File: src/hdl/dac_cmd_pkg.sv
// Shared constants and types for the four-channel code-load command decoder
package dac_cmd_pkg;

    // ------------------------------------------------------------------
    // Sizes
    // ------------------------------------------------------------------
    localparam int NUM_CH      = 4;
    localparam int CODE_W      = 12;
    localparam int FRAME_W     = 24;
    localparam int BYTE_W      = 8;

    // ------------------------------------------------------------------
    // Register byte offsets on the Wishbone bus
    // ------------------------------------------------------------------
    localparam logic [7:0] OFS_CMD_WORD = 8'h00;
    localparam logic [7:0] OFS_CMD_BYTE = 8'h04;
    localparam logic [7:0] OFS_CTRL     = 8'h08;
    localparam logic [7:0] OFS_STATUS   = 8'h0C;
    localparam logic [7:0] OFS_HOLD0    = 8'h10;
    localparam logic [7:0] OFS_OUT0     = 8'h20;

    // ------------------------------------------------------------------
    // Field positions
    // ------------------------------------------------------------------
    localparam int CTRL_TRANSP_LSB   = 0;
    localparam int CTRL_ABORT_BIT    = 8;
    localparam int CTRL_CLR_BAD_BIT  = 9;
    localparam int STAT_PHASE_LSB    = 0;
    localparam int STAT_BAD_BIT      = 4;
    localparam int STAT_MULTI_BIT    = 5;
    localparam int STAT_DIRTY_LSB    = 8;

    // ------------------------------------------------------------------
    // Reset values
    // ------------------------------------------------------------------
    localparam logic [CODE_W-1:0] CODE_RESET   = 12'h000;
    localparam logic [3:0]        TRANSP_RESET = 4'h0;

    // ------------------------------------------------------------------
    // Command encodings
    // ------------------------------------------------------------------
    localparam logic [2:0] OP_CODE_WRITE    = 3'h0;
    localparam logic [2:0] OP_LOAD_SELECTED = 3'h1;
    localparam logic [2:0] OP_WRITE_UPD_ALL = 3'h2;
    localparam logic [2:0] OP_WRITE_UPD_SEL = 3'h3;

    // Command frame as it arrives, most significant bit first
    typedef struct packed {
        logic       reserved;
        logic       multibyte;
        logic [2:0] opcode;
        logic       channel_sel_bit2;
        logic       channel_sel_bit1;
        logic       channel_sel_bit0;
        logic [7:0] code_hi;
        logic [3:0] code_lo;
        logic [3:0] dont_care;
    } frame_t;

    // Per-channel action produced by the decoder
    typedef struct packed {
        logic              wr;
        logic              load;
        logic              load_changed;
        logic [CODE_W-1:0] code;
    } ch_ctl_t;

    function automatic logic [NUM_CH-1:0] chan_mask(input frame_t f);
        logic [NUM_CH-1:0] m;
        m = 4'h0;
        if (f.channel_sel_bit2) begin
            m = 4'hF;
        end else begin
            m[{f.channel_sel_bit1, f.channel_sel_bit0}] = 1'b1;
        end
        return m;
    endfunction : chan_mask

endpackage : dac_cmd_pkg

File: src/hdl/dac_code_load_command_decoder.sv
// Command decoder for a four-channel 12-bit DAC with a Wishbone register port
//
// Summary of operation
// - Bit 23 reserved zero, bit 22 multibyte, bits 21-19 opcode.
// - Bits 18-16 pick channel A-D; bit 18 set picks all four.
// - Code write updates holding only; output moves only if transparent.
// - Load copies holding into output of selected channels, ignores data.
// - Load to all channels updates outputs, leaves holding untouched.
// - Write-and-update-all writes selected holding, then loads every output with changed holding.
// - Write-and-update-all skips outputs whose holding is unchanged since load.
// - Write-and-update-selected writes and loads only selected channels.
// - Write-and-update-selected skips selected channels with unchanged holding.
// - Multibyte flag gives same register effect as standard form.
// - Holding and output codes reset to zero.
// - Transparent channel passes holding straight to output.
`timescale 1ns/1ns
module dac_code_load_command_decoder
    import dac_cmd_pkg::*;
#(
    parameter int ADR_W = 8
)
(
    input  wire logic                     clk_i,
    input  wire logic                     rst_i,
    input  wire logic                     wb_cyc_i,
    input  wire logic                     wb_stb_i,
    input  wire logic                     wb_we_i,
    input  wire logic [ADR_W-1:0]         wb_adr_i,
    input  wire logic [3:0]               wb_sel_i,
    input  wire logic [31:0]              wb_dat_i,
    output logic [31:0]                   wb_dat_o,
    output logic                          wb_ack_o,
    output logic [NUM_CH-1:0][CODE_W-1:0] dac_code_o
);
    import dac_cmd_pkg::*;

    // ------------------------------------------------------------------
    // Bus decode
    // ------------------------------------------------------------------
    logic        req;
    logic        wr_stb;
    logic [7:0]  adr;

    assign req    = wb_cyc_i && wb_stb_i && !wb_ack_o;
    assign wr_stb = req && wb_we_i;
    assign adr    = 8'(wb_adr_i);

    logic        word_wr;
    logic        byte_wr;
    logic        ctrl_wr0;
    logic        ctrl_wr1;

    // A whole command word must be written in one access or it is not taken
    assign word_wr  = wr_stb && (adr == OFS_CMD_WORD) && (wb_sel_i[2:0] == 3'h7);
    assign byte_wr  = wr_stb && (adr == OFS_CMD_BYTE) && wb_sel_i[0];
    assign ctrl_wr0 = wr_stb && (adr == OFS_CTRL) && wb_sel_i[0];
    assign ctrl_wr1 = wr_stb && (adr == OFS_CTRL) && wb_sel_i[1];

    // ------------------------------------------------------------------
    // Control register
    // ------------------------------------------------------------------
    logic [NUM_CH-1:0] transp_r;

    always_ff @(posedge clk_i) begin
        if (rst_i) begin
            transp_r <= TRANSP_RESET;
        end else if (ctrl_wr0) begin
            transp_r <= wb_dat_i[CTRL_TRANSP_LSB +: NUM_CH];
        end
    end

    // ------------------------------------------------------------------
    // Byte stream assembly
    // ------------------------------------------------------------------
    logic        asm_valid;
    frame_t      asm_frame;
    logic [2:0]  asm_phase;

    frame_byte_assembler u_asm (
        .clk_i         (clk_i),
        .rst_i         (rst_i),
        .byte_valid_i  (byte_wr),
        .byte_i        (wb_dat_i[BYTE_W-1:0]),
        .abort_i       (ctrl_wr1 && wb_dat_i[CTRL_ABORT_BIT]),
        .frame_valid_o (asm_valid),
        .frame_o       (asm_frame),
        .phase_o       (asm_phase)
    );

    // ------------------------------------------------------------------
    // Frame decode
    // ------------------------------------------------------------------
    logic   fvalid;
    frame_t frame;
    logic   supported;
    logic   bad_r;
    logic   multi_r;

    // Bus accesses are one at a time, so the two sources never collide
    always_comb begin
        fvalid = word_wr || asm_valid;
        frame  = word_wr ? frame_t'(wb_dat_i[FRAME_W-1:0]) : asm_frame;
    end

    // The multibyte flag is only recorded: effect is the same either way
    assign supported = !frame.reserved && !frame.opcode[2];

    always_ff @(posedge clk_i) begin
        if (rst_i) begin
            multi_r <= 1'b0;
        end else if (fvalid && supported) begin
            multi_r <= frame.multibyte;
        end
    end

    // A rejected frame that lands with the clear still leaves the flag set
    always_ff @(posedge clk_i) begin
        if (rst_i) begin
            bad_r <= 1'b0;
        end else if (fvalid && !supported) begin
            bad_r <= 1'b1;
        end else if (ctrl_wr1 && wb_dat_i[CTRL_CLR_BAD_BIT]) begin
            bad_r <= 1'b0;
        end
    end

    ch_ctl_t [NUM_CH-1:0] ctl;
    logic [NUM_CH-1:0]    mask;
    logic [CODE_W-1:0]    new_code;

    always_comb begin
        mask     = chan_mask(frame);
        new_code = {frame.code_hi, frame.code_lo};
        for (int i = 0; i < NUM_CH; i++) begin
            ctl[i].code         = new_code;
            ctl[i].wr           = 1'b0;
            ctl[i].load         = 1'b0;
            ctl[i].load_changed = 1'b0;
            if (fvalid && supported) begin
                unique case (frame.opcode)
                    OP_CODE_WRITE: begin
                        ctl[i].wr = mask[i];
                    end
                    OP_LOAD_SELECTED: begin
                        ctl[i].load = mask[i];
                    end
                    OP_WRITE_UPD_ALL: begin
                        ctl[i].wr           = mask[i];
                        ctl[i].load_changed = 1'b1;
                    end
                    OP_WRITE_UPD_SEL: begin
                        ctl[i].wr           = mask[i];
                        ctl[i].load_changed = mask[i];
                    end
                    default: begin
                        ctl[i].wr = 1'b0;
                    end
                endcase
            end
        end
    end

    // ------------------------------------------------------------------
    // Channel registers
    // ------------------------------------------------------------------
    logic [NUM_CH-1:0][CODE_W-1:0] hold;
    logic [NUM_CH-1:0]             dirty;

    for (genvar g = 0; g < NUM_CH; g++) begin : g_ch
        dac_channel_regs u_ch (
            .clk_i         (clk_i),
            .rst_i         (rst_i),
            .ctl_i         (ctl[g]),
            .transparent_i (transp_r[g]),
            .hold_o        (hold[g]),
            .out_o         (dac_code_o[g]),
            .dirty_o       (dirty[g])
        );
    end

    // ------------------------------------------------------------------
    // Read data and acknowledge
    // ------------------------------------------------------------------
    logic [31:0] rd_data;

    always_comb begin
        rd_data = 32'h0000_0000;
        if (adr == OFS_CTRL) begin
            rd_data[CTRL_TRANSP_LSB +: NUM_CH] = transp_r;
        end else if (adr == OFS_STATUS) begin
            rd_data[STAT_PHASE_LSB +: 3]      = asm_phase;
            rd_data[STAT_BAD_BIT]             = bad_r;
            rd_data[STAT_MULTI_BIT]           = multi_r;
            rd_data[STAT_DIRTY_LSB +: NUM_CH] = dirty;
        end else begin
            for (int i = 0; i < NUM_CH; i++) begin
                if (adr == OFS_HOLD0 + 8'(4 * i)) begin
                    rd_data[CODE_W-1:0] = hold[i];
                end
                if (adr == OFS_OUT0 + 8'(4 * i)) begin
                    rd_data[CODE_W-1:0] = dac_code_o[i];
                end
            end
        end
    end

    // Every access, mapped or not, is answered one cycle later
    always_ff @(posedge clk_i) begin
        if (rst_i) begin
            wb_ack_o <= 1'b0;
            wb_dat_o <= 32'h0000_0000;
        end else begin
            wb_ack_o <= req;
            if (req && !wb_we_i) begin
                wb_dat_o <= rd_data;
            end
        end
    end

endmodule : dac_code_load_command_decoder

File: src/hdl/frame_byte_assembler.sv
// Collects command, high and low bytes into one 24-bit command frame
`timescale 1ns/1ns
module frame_byte_assembler
    import dac_cmd_pkg::*;
(
    input  wire logic               clk_i,
    input  wire logic               rst_i,
    input  wire logic               byte_valid_i,
    input  wire logic [BYTE_W-1:0]  byte_i,
    input  wire logic               abort_i,
    output logic                    frame_valid_o,
    output dac_cmd_pkg::frame_t     frame_o,
    output logic [2:0]              phase_o
);
    import dac_cmd_pkg::*;

    typedef enum logic [2:0] {
        ST_CMD = 3'b001,
        ST_HI  = 3'b010,
        ST_LO  = 3'b100
    } phase_t;

    phase_t                  state_r;
    logic [2*BYTE_W-1:0]     head_r;

    assign phase_o = state_r;

    // Abort drops a partial frame so a new one starts on the command byte
    always_ff @(posedge clk_i) begin
        if (rst_i || abort_i) begin
            state_r <= ST_CMD;
        end else if (byte_valid_i) begin
            unique case (state_r)
                ST_CMD: state_r <= ST_HI;
                ST_HI:  state_r <= ST_LO;
                ST_LO:  state_r <= ST_CMD;
                default: state_r <= ST_CMD;
            endcase
        end
    end

    always_ff @(posedge clk_i) begin
        if (rst_i) begin
            head_r <= 16'h0000;
        end else if (byte_valid_i && !abort_i) begin
            head_r <= {head_r[BYTE_W-1:0], byte_i};
        end
    end

    always_ff @(posedge clk_i) begin
        if (rst_i) begin
            frame_valid_o <= 1'b0;
            frame_o       <= '0;
        end else begin
            frame_valid_o <= byte_valid_i && !abort_i && (state_r == ST_LO);
            if (byte_valid_i && !abort_i && (state_r == ST_LO)) begin
                frame_o <= frame_t'({head_r, byte_i});
            end
        end
    end

endmodule : frame_byte_assembler

File: src/hdl/dac_channel_regs.sv
// Holding and output code pair of one channel with change tracking
`timescale 1ns/1ns
module dac_channel_regs
    import dac_cmd_pkg::*;
(
    input  wire logic                 clk_i,
    input  wire logic                 rst_i,
    input  dac_cmd_pkg::ch_ctl_t      ctl_i,
    input  wire logic                 transparent_i,
    output logic [CODE_W-1:0]         hold_o,
    output logic [CODE_W-1:0]         out_o,
    output logic                      dirty_o
);
    import dac_cmd_pkg::*;

    logic [CODE_W-1:0] hold_nxt;
    logic              changed;

    always_comb begin
        hold_nxt = ctl_i.wr ? ctl_i.code : hold_o;
        changed  = dirty_o | (ctl_i.wr && (ctl_i.code != hold_o));
    end

    always_ff @(posedge clk_i) begin
        if (rst_i) begin
            hold_o <= CODE_RESET;
        end else begin
            hold_o <= hold_nxt;
        end
    end

    // Output only moves on a load, or follows holding while transparent
    always_ff @(posedge clk_i) begin
        if (rst_i) begin
            out_o   <= CODE_RESET;
            dirty_o <= 1'b0;
        end else if (transparent_i || ctl_i.load) begin
            out_o   <= hold_nxt;
            dirty_o <= 1'b0;
        end else if (ctl_i.load_changed && changed) begin
            out_o   <= hold_nxt;
            dirty_o <= 1'b0;
        end else begin
            dirty_o <= changed;
        end
    end

endmodule : dac_channel_regs

File: config.mk
export PLATFORM = sky130hd
export DESIGN_NAME = dac_code_load_command_decoder
export DESIGN_NICKNAME = d
export VERILOG_FILES = /design/src/hdl/dac_cmd_pkg.sv /design/src/hdl/dac_code_load_command_decoder.sv /design/src/hdl/frame_byte_assembler.sv /design/src/hdl/dac_channel_regs.sv
export SDC_FILE = /design/constraint.sdc
export NUM_CORES = 1
export LEC_CHECK = 0
export BUFFER_PORTS_ARGS = -buffer_cell sky130_fd_sc_hd__buf_2
export CAP_MARGIN = 15
export CORE_AREA = 5 5 170 107
export CTS_CLUSTER_DIAMETER = 100
export CTS_CLUSTER_SIZE = 20
export DETAILED_ROUTE_END_ITERATION = 12
export DIE_AREA = 0 0 175 112
export MAX_ROUTING_LAYER = met4
export PLACE_DENSITY = 0.77
export SLEW_MARGIN = 0
export SYNTH_ARGS = -nofsm -noshare
export SYNTH_HDL_FRONTEND = slang
export SYNTH_SLANG_ARGS = --single-unit
File: constraint.sdc
create_clock -name clk_i -period 7.4 [get_ports clk_i]
set_input_delay 0.74 -clock clk_i [delete_from_list [all_inputs] [get_ports clk_i]]
set_output_delay 0.74 -clock clk_i [all_outputs]
set_load 0.02 [all_outputs]
==> results.json, run 1 <==
{
  "run_status": "completed",
  "comb_power_share_pct": 4.8,
  "fin_cells": 1331,
  "netlist.area_leader.share_pct": 36.1,
  "synth.top_cells.by_area": "dfxtp_1 36%, nand2_1 5.4%, mux2i_1 5.2%, a211oi_1 4.6%, mux2_4 4.6%",
  "power.share.clock_pct": 49.1,
  "all_layer_gr_usage_pct": 32.8,
  "top_flip_flop_cell_by_instance_count_after_synthesis": "dfxtp_1",
  "post-route-drc-count": 0,
  "floorplan.die.height_um": 112,
  "final-hold-violation-count": 0,
  "ctsHoldBuffers": 0,
  "worst_pin_slew_ns": 1.15,
  "met1_usage_pct": 49.2,
  "timing.final.setup_violations": 0,
  "rsz0062_at_grt": "false",
  "overflow": 0,
  "die_ar_mm2": 0.0196,
  "rr_endpoint": "g_ch[2].u_ch.out_o[1]",
  "yosys_register_bits": 159,
  "hp-class": "reg2reg",
  "root_buffer": "clkbuf_16",
  "maxSlewHeadroom_pct": 23.0,
  "power.share.switching_pct": 25.5,
  "floorplan.die.width_um": 175,
  "cts_tree": "done",
  "grt_pass1_vias": 7667,
  "timing.reg2reg.worst_path_depth": 9,
  "slowest_delay_ns": 0.61,
  "finalNetCount": 1152,
  "hold_path_startpoint": "wb_dat_o[6]",
  "router_iterations_before_antenna_repair": 6,
  "holdPathEnd": "wb_dat_o[6]",
  "fin_skew_ns": 0.0106,
  "fp.coreArea_mm2": 0.0166,
  "period_share_pct": 64.8,
  "n_fill_cell": 1481,
  "path_class": "in2reg",
  "post_route_worst_setup_slack_ns": 2.60,
  "place.gp.congestion": 1.03,
  "post-cts-setup-buffers": 0,
  "std_cell_rows": 37,
  "grt.busiest_layer": "met1",
  "global_route.usage.met3_pct": 11.7,
  "r2r_setup_slack_ns": 2.99,
  "grt_start_max_net_pins": 91,
  "sequentialPowerShare_pct": 46.1,
  "max-vdd-ir-drop_mv": 0.0998,
  "synthDominantAreaCellType": "dfxtp_1",
  "buffer_ports.inserted": 100,
  "clk_latency_worst_skew_pair_ns": 0.43,
  "floorplan.initialDensity_pct": 53.2,
  "areaGrowthSynthToFinish_pct": 12.3,
  "grt_pass1_wl_um": 47900,
  "wl_per_cell_um": 24.2,
  "cp_max_fo": 49,
  "drt-vias-per-instance": 6.40,
  "hold_depth": 2,
  "cts.sink_count": 159,
  "dp_hpwl_um": 24000,
  "yosysWarnings": 0,
  "yosysSeqAreaShare_pct": 36.1,
  "post_placement_setup_slack_ns": 2.26,
  "p_switching_w": 0.000478,
  "path_delay_family": "simple AND/OR/NAND/NOR gates",
  "finalCriticalPeriod_ns": 4.80,
  "p_int_w": 0.00140,
  "cts_buffers": 17,
  "drv_slew": 0,
  "arrival_ns": 5.11,
  "p_per_area_mw_per_mm2": 189,
  "crit_path_cell_trace": "buf_2 -> or4_4 -> nor4_4 -> buf_4 -> mux2i_1 -> nor2_1 -> and2_1 -> o32a_1 -> o22ai_4 -> mux2_2",
  "asyncSetResetFlopFracSynth_pct": 0,
  "htree_levels": 4,
  "global_routing_usage_on_met2_pct": 40.8,
  "post_cts_resize_count": 0,
  "achievable-frequency_ghz": 0.209,
  "route.vias.total": 8522,
  "synth-edff-count": 0,
  "antenna_left": 0,
  "post_synth_instance_area_mm2": 0.00882,
  "r2r_start": "wb_ack_o",
  "instance_count_of_the_mapped_netlist": 1039,
  "yosys.cell_types.count": 73,
  "io_pins": 130,
  "ratio_of_cells_with_drive_above_1_in_the_final_layout_pct": 19.1,
  "routed_wl_um": 32200,
  "worst-path-buf-inv": 2,
  "finish.utilization_pct": 59.8,
  "placed_cells_incl_taps": 1298,
  "first_iteration_detailed_routing_drc_count": 1331,
  "postSynthAreaPerCell_um2": 8.49,
  "finalSetupTns_ns": 0,
  "cts_max_path_buffers": 2,
  "p_leak_nw": 3.74,
  "maxCapViolCount": 0,
  "cp.required_ns": 7.72,
  "timing.critical_path.to_type": "flip-flop",
  "crit_path_top_delay_cell": "buf_4",
  "category_of_the_worst_setup_path_launch_point": "primary input",
  "grt_antenna_before_repair": 1,
  "cts.reportedPaths.clkPinSlew_ns": 0.07
}
[cell type report]
class	count	area, um^2	area share (%)
sequential	159	3180	32.1
multi-input combinational	753	5010	50.6
inverter	54	203	2.05
clock buffer	18	429	4.33
antenna	1	2.50	0.0253
timing repair buffer	118	638	6.44
clock inverter	14	171	1.73
tap	214	268	2.70
[worst min-delay path, stage by stage, from the launching register on]
cell,delay [ns]
dfxtp_1,0.31
nand2_1,0.05
a21oi_1,0.05
[stage by stage]
| stage | hold WS (ns) | power (W) | cell area, um^2 |
|---|---|---|---|
| global route | 0.469 | 0.00192 | 9910 |
| finish | 0.455 | 0.00187 | 9910 |
| CTS | 0.455 | 0.00187 | 9910 |
| global placement | 0.439 | 0.000969 | 9310 |
| floorplan | 0.432 | 0.000943 | 8890 |
| detailed placement | 0.445 | 0.000970 | 9310 |
[Yosys cell counts, types with 4 or more instances]
library cell and count:
nor3_1 18, o21ai_0 17, mux2_4 27, a21oi_1 64
a31oi_1 10, nor2b_1 37, a211oi_1 54, or4b_2 5
nor2_1 85, clkbuf_1 52, buf_6 6, nand3_1 22
xor2_1 15, nand4_1 7, mux2i_1 46, a41oi_1 12
buf_4 24, inv_1 52, nand2_1 127, a22o_1 7
a221oi_1 8, buf_2 6, a22oi_1 16, nor4b_1 17
xnor2_1 19, a311oi_1 4, o221ai_1 6, dfxtp_1 159
a222oi_1 17, o22ai_1 16, nor4_1 11, mux2_2 11
[power groups by stage]
| stage | clock network [W] | logic [W] | registers (W) |
|---|---|---|---|
| 4_1_cts | 0.000919 | 0.0000875 | 0.000863 |
| 5_1_grt | 0.000957 | 0.0000950 | 0.000863 |
| 2_1_floorplan | 0 | 0.0000565 | 0.000887 |
| 6_report | 0.000920 | 0.0000901 | 0.000864 |
| 3_3_place_gp | 0 | 0.0000866 | 0.000883 |
| 3_5_place_dp | 0 | 0.0000873 | 0.000883 |
[worst max path at each step]
stage | from | endpoint | slack [ns] | cells past startpoint
after floorplan | wb_adr_i[3] | g_ch[2].u_ch.out_o[10] | 3.51 | 11
after global placement | wb_adr_i[2] | g_ch[2].u_ch.out_o[11] | 2.34 | 10
after detailed placement | wb_adr_i[2] | g_ch[2].u_ch.out_o[1] | 2.26 | 10
after CTS | wb_adr_i[2] | g_ch[2].u_ch.out_o[1] | 2.69 | 10
after global routing | wb_adr_i[2] | g_ch[2].u_ch.out_o[1] | 2.45 | 10
final | wb_adr_i[2] | g_ch[2].u_ch.out_o[1] | 2.60 | 10
[cells by family (layout without fill, tap and decap cells)]
kind of cell	after synthesis	in the layout	share of synthesized area, %
other	1	21	0.0425
AOI/OAI and AO/OA	261	261	21.5
muxes	84	84	11.2
and+or+nand+nor	354	354	19.8
DFF	159	159	36.1
xor gates and xnor gates	34	34	3.38
buffers and inverters	146	204	8.01
[cell usage in the layout (no fill, tap or decap), types with 11 or more instances in the layout]
cell / count
a222oi_1: 17
buf_4: 19
nor4b_1: 17
a41oi_1: 12
dfxtp_1: 159
o22ai_1: 16
xor2_1: 15
nand3_1: 22
nor2b_1: 37
buf_2: 99
nand2_1: 127
xnor2_1: 19
mux2i_1: 46
inv_1: 52
conb_1: 20
a22oi_1: 16
a211oi_1: 54
mux2_2: 11
nor3_1: 18
o21ai_0: 17
mux2_4: 27
a21oi_1: 64
nor2_1: 85
clkbuf_16: 17
[flip-flops by register name (all words and copies together), names as in the netlist]
register / count
bad_r: 1
u_asm.head_r: 16
wb_ack_o: 1
g_ch.u_ch.out_o: 48
u_asm.phase_o: 3
u_asm.frame_valid_o: 1
multi_r: 1
wb_dat_o: 12
u_asm.frame_o: 20
g_ch.u_ch.hold_o: 48
g_ch.u_ch.dirty_o: 4
transp_r: 4
[layer usage]
| layer | up-vias | wire (um) |
|---|---|---|
| met5 | - | 0 |
| met4 | 0 | 592 |
| met3 | 43 | 4730 |
| met2 | 548 | 12200 |
| met1 | 4055 | 14600 |
| li1 | 3876 | - |
(Power assumes the default switching activity.)
==> run 2, diff against run 1 <==
--- a/config.mk
+++ b/config.mk
@@ -7,11 +7,11 @@
 export LEC_CHECK = 0
 export BUFFER_PORTS_ARGS = -buffer_cell sky130_fd_sc_hd__buf_2
 export CAP_MARGIN = 15
-export CORE_AREA = 5 5 170 107
+export CORE_AREA = 5 5 175 109
 export CTS_CLUSTER_DIAMETER = 100
 export CTS_CLUSTER_SIZE = 20
 export DETAILED_ROUTE_END_ITERATION = 12
-export DIE_AREA = 0 0 175 112
+export DIE_AREA = 0 0 180 114
 export MAX_ROUTING_LAYER = met4
 export PLACE_DENSITY = 0.77
 export SLEW_MARGIN = 0
==> constraint.sdc (replaced) <==
create_clock -name clk_i -period 4.2 [get_ports clk_i]
set_input_delay 0.42 -clock clk_i [delete_from_list [all_inputs] [get_ports clk_i]]
set_output_delay 0.42 -clock clk_i [all_outputs]
set_load 0.02 [all_outputs]
==> run 2 against run 1 <==
  * Wire length increased by 4.7%
  * Non-clock buffer count is 27 higher
  * Register-to-register slack worse by 2.3 ns
  * Sequential power rose by 76%
  * Global-route usage up 0.23 points
  * Critical path depth up 1
  * Utilization shrank 1.7 points
  * Sequential cell count stayed put
  * Clock power up 82%
  * Final cell count rose by 3.9%
  * First-iteration DRC count decreased by 16%
  * Combinational power up 78%
  * Highest routed layer unchanged
==> results.json, run 2 (synthesized netlist as in run 1, its figures left out) <==
{
  "achievable-frequency_ghz": 0.273,
  "period_share_pct": 87.2,
  "grt_antenna_before_repair": 1,
  "hold_path_startpoint": "wb_dat_i[0]",
  "maxSlewHeadroom_pct": 40.1,
  "post-route-drc-count": 0,
  "holdPathEnd": "u_asm.head_r[0]",
  "hold_depth": 3,
  "placed_cells_incl_taps": 1351,
  "clk_latency_worst_skew_pair_ns": 0.44,
  "final-hold-violation-count": 0,
  "first_iteration_detailed_routing_drc_count": 1117,
  "hp-class": "in2reg",
  "grt_start_max_net_pins": 89,
  "max-vdd-ir-drop_mv": 0.226,
  "place.gp.congestion": 1.06,
  "cts_buffers": 17,
  "run_status": "completed",
  "most_common_cell_after_layout_fill_and_taps_aside": "dfxtp_1",
  "p_per_area_mw_per_mm2": 329,
  "areaGrowthSynthToFinish_pct": 15.4,
  "ctsHoldBuffers": 0,
  "all_layer_gr_usage_pct": 33.1,
  "cp_max_fo": 24,
  "routed_wl_um": 33700,
  "total_power_w": 0.00335,
  "finalSetupTns_ns": 0,
  "floorplan.die.height_um": 114,
  "die_ar_mm2": 0.0205,
  "cts.reportedPaths.clkPinSlew_ns": 0.06,
  "final_cell_mix": "159 x dfxtp_1, 127 x nand2_1, 99 x buf_2",
  "htree_levels": 4,
  "io_pins": 130,
  "grt_pass1_vias": 7777,
  "r2r_setup_slack_ns": 0.68,
  "placement.cell_area_mm2": 0.00955,
  "cts_tree": "done",
  "timing.hold.ws_ns": 0.243,
  "antenna_left": 0,
  "rr_endpoint": "g_ch[2].u_ch.out_o[11]",
  "timing.final.setup_violations": 0,
  "cp.required_ns": 4.52,
  "crit_path_top_delay_cell": "or4_1",
  "wl_per_cell_um": 24.4,
  "ratio_of_cells_with_drive_above_1_in_the_final_layout_pct": 20.9,
  "fin_skew_ns": 0.00946,
  "overflow": 0,
  "timing.reg2reg.worst_path_depth": 10,
  "post_cts_resize_count": 0,
  "std_cell_rows": 38,
  "finalCriticalPeriod_ns": 3.66,
  "layout_top_registers": "g_ch.u_ch.hold_o: 48 flops, g_ch.u_ch.out_o: 48 flops, u_asm.frame_o: 20 flops",
  "dp_hpwl_um": 25400,
  "floorplan.die.width_um": 180,
  "finalNetCount": 1179,
  "r2r_start": "wb_ack_o",
  "buffer_ports.inserted": 100,
  "category_of_the_worst_setup_path_launch_point": "primary input",
  "fp.coreArea_mm2": 0.0175,
  "path_class": "in2reg",
  "maxCapViolCount": 0,
  "rsz0062_at_grt": "false",
  "grt_pass1_wl_um": 50000,
  "n_fill_cell": 1601,
  "timing.critical_path.to_type": "flip-flop",
  "crit_path_cell_trace": "buf_2 -> or4_1 -> nor4_4 -> buf_12 -> buf_4 -> mux2i_1 -> nor2_1 -> and2_1 -> o32a_1 -> o22ai_4 -> mux2_2",
  "arrival_ns": 3.98,
  "root_buffer": "clkbuf_16",
  "worst_pin_slew_ns": 0.898,
  "slowest_delay_ns": 0.65,
  "route.vias.total": 8702,
  "cts.sink_count": 159,
  "drt-vias-per-instance": 6.29,
  "floorplan.initialDensity_pct": 50.3,
  "post-cts-setup-buffers": 0,
  "cts_max_path_buffers": 2,
  "fin_cells": 1383,
  "drv_slew": 0,
  "router_iterations_before_antenna_repair": 6,
  "design_area_mm2": 0.0102,
  "p_leak_nw": 3.89
}
==> run 2: changes by cell type in the layout (fill, tap and decap cells not counted), moves of 2 or more <==
cell,change
buf_4,+26
inv_6,-4
inv_8,-3
bufinv_16,+2
==> run 2: worst max-delay path by stage <==
| stage | start | end | slack [ns] | cells after the start |
|---|---|---|---|---|
| after detailed placement | wb_adr_i[4] | g_ch[2].u_ch.out_o[11] | 0.17 | 11 |
| final | wb_adr_i[4] | g_ch[2].u_ch.out_o[11] | 0.54 | 11 |
| after CTS | wb_adr_i[4] | g_ch[2].u_ch.out_o[11] | 0.59 | 11 |
| after global routing | wb_adr_i[4] | g_ch[2].u_ch.out_o[11] | 0.43 | 11 |
| after global placement | wb_adr_i[4] | g_ch[2].u_ch.out_o[11] | 0.23 | 11 |
| after floorplan | wb_adr_i[3] | g_ch[2].u_ch.out_o[10] | 0.63 | 11 |
==> run 2: layout make-up <==
class                      count  area, um^2  area share [%]
antenna                        1        2.50          0.0246
clock buffer                  19         443            4.35
clock inverter                12         184            1.81
inverter                      54         203            1.99
multi-input combinational    753        5010            49.2
sequential                   159        3180            31.3
tap                          240         300            2.95
timing repair buffer         145         853            8.38
==> run 2: layer usage <==
metal	vias to the layer above	GRT usage [%]	wire length, um
li1	3925	-	-
met1	4183	49.8	15600
met2	554	42.3	13000
met3	40	11.0	4750
met4	0	6.75	397
met5	-	-	0
==> run 2: per-stage QoR <==
step	worst slack [ns]	util, %
floorplan	0.631	-
global route	0.426	58.0
global placement	0.231	54.5
detailed placement	0.173	54.5
finish	0.537	58.0
CTS	0.589	58.0
==> run 2: where the power goes <==
group          total, W  switching (W)  internal (W)
clock network   0.00167       0.000660       0.00101
logic          0.000160       0.000117     0.0000422
registers       0.00152     0.00000723       0.00151
total           0.00335       0.000784       0.00257
==> run 2: critical path, delay by kind of cell <==
kind,cells,cell delay (ns)
and+or+nand+nor,4,1.30
AOI/OAI and AO/OA,2,0.94
muxes,2,0.68
buffers and inverters,3,0.61
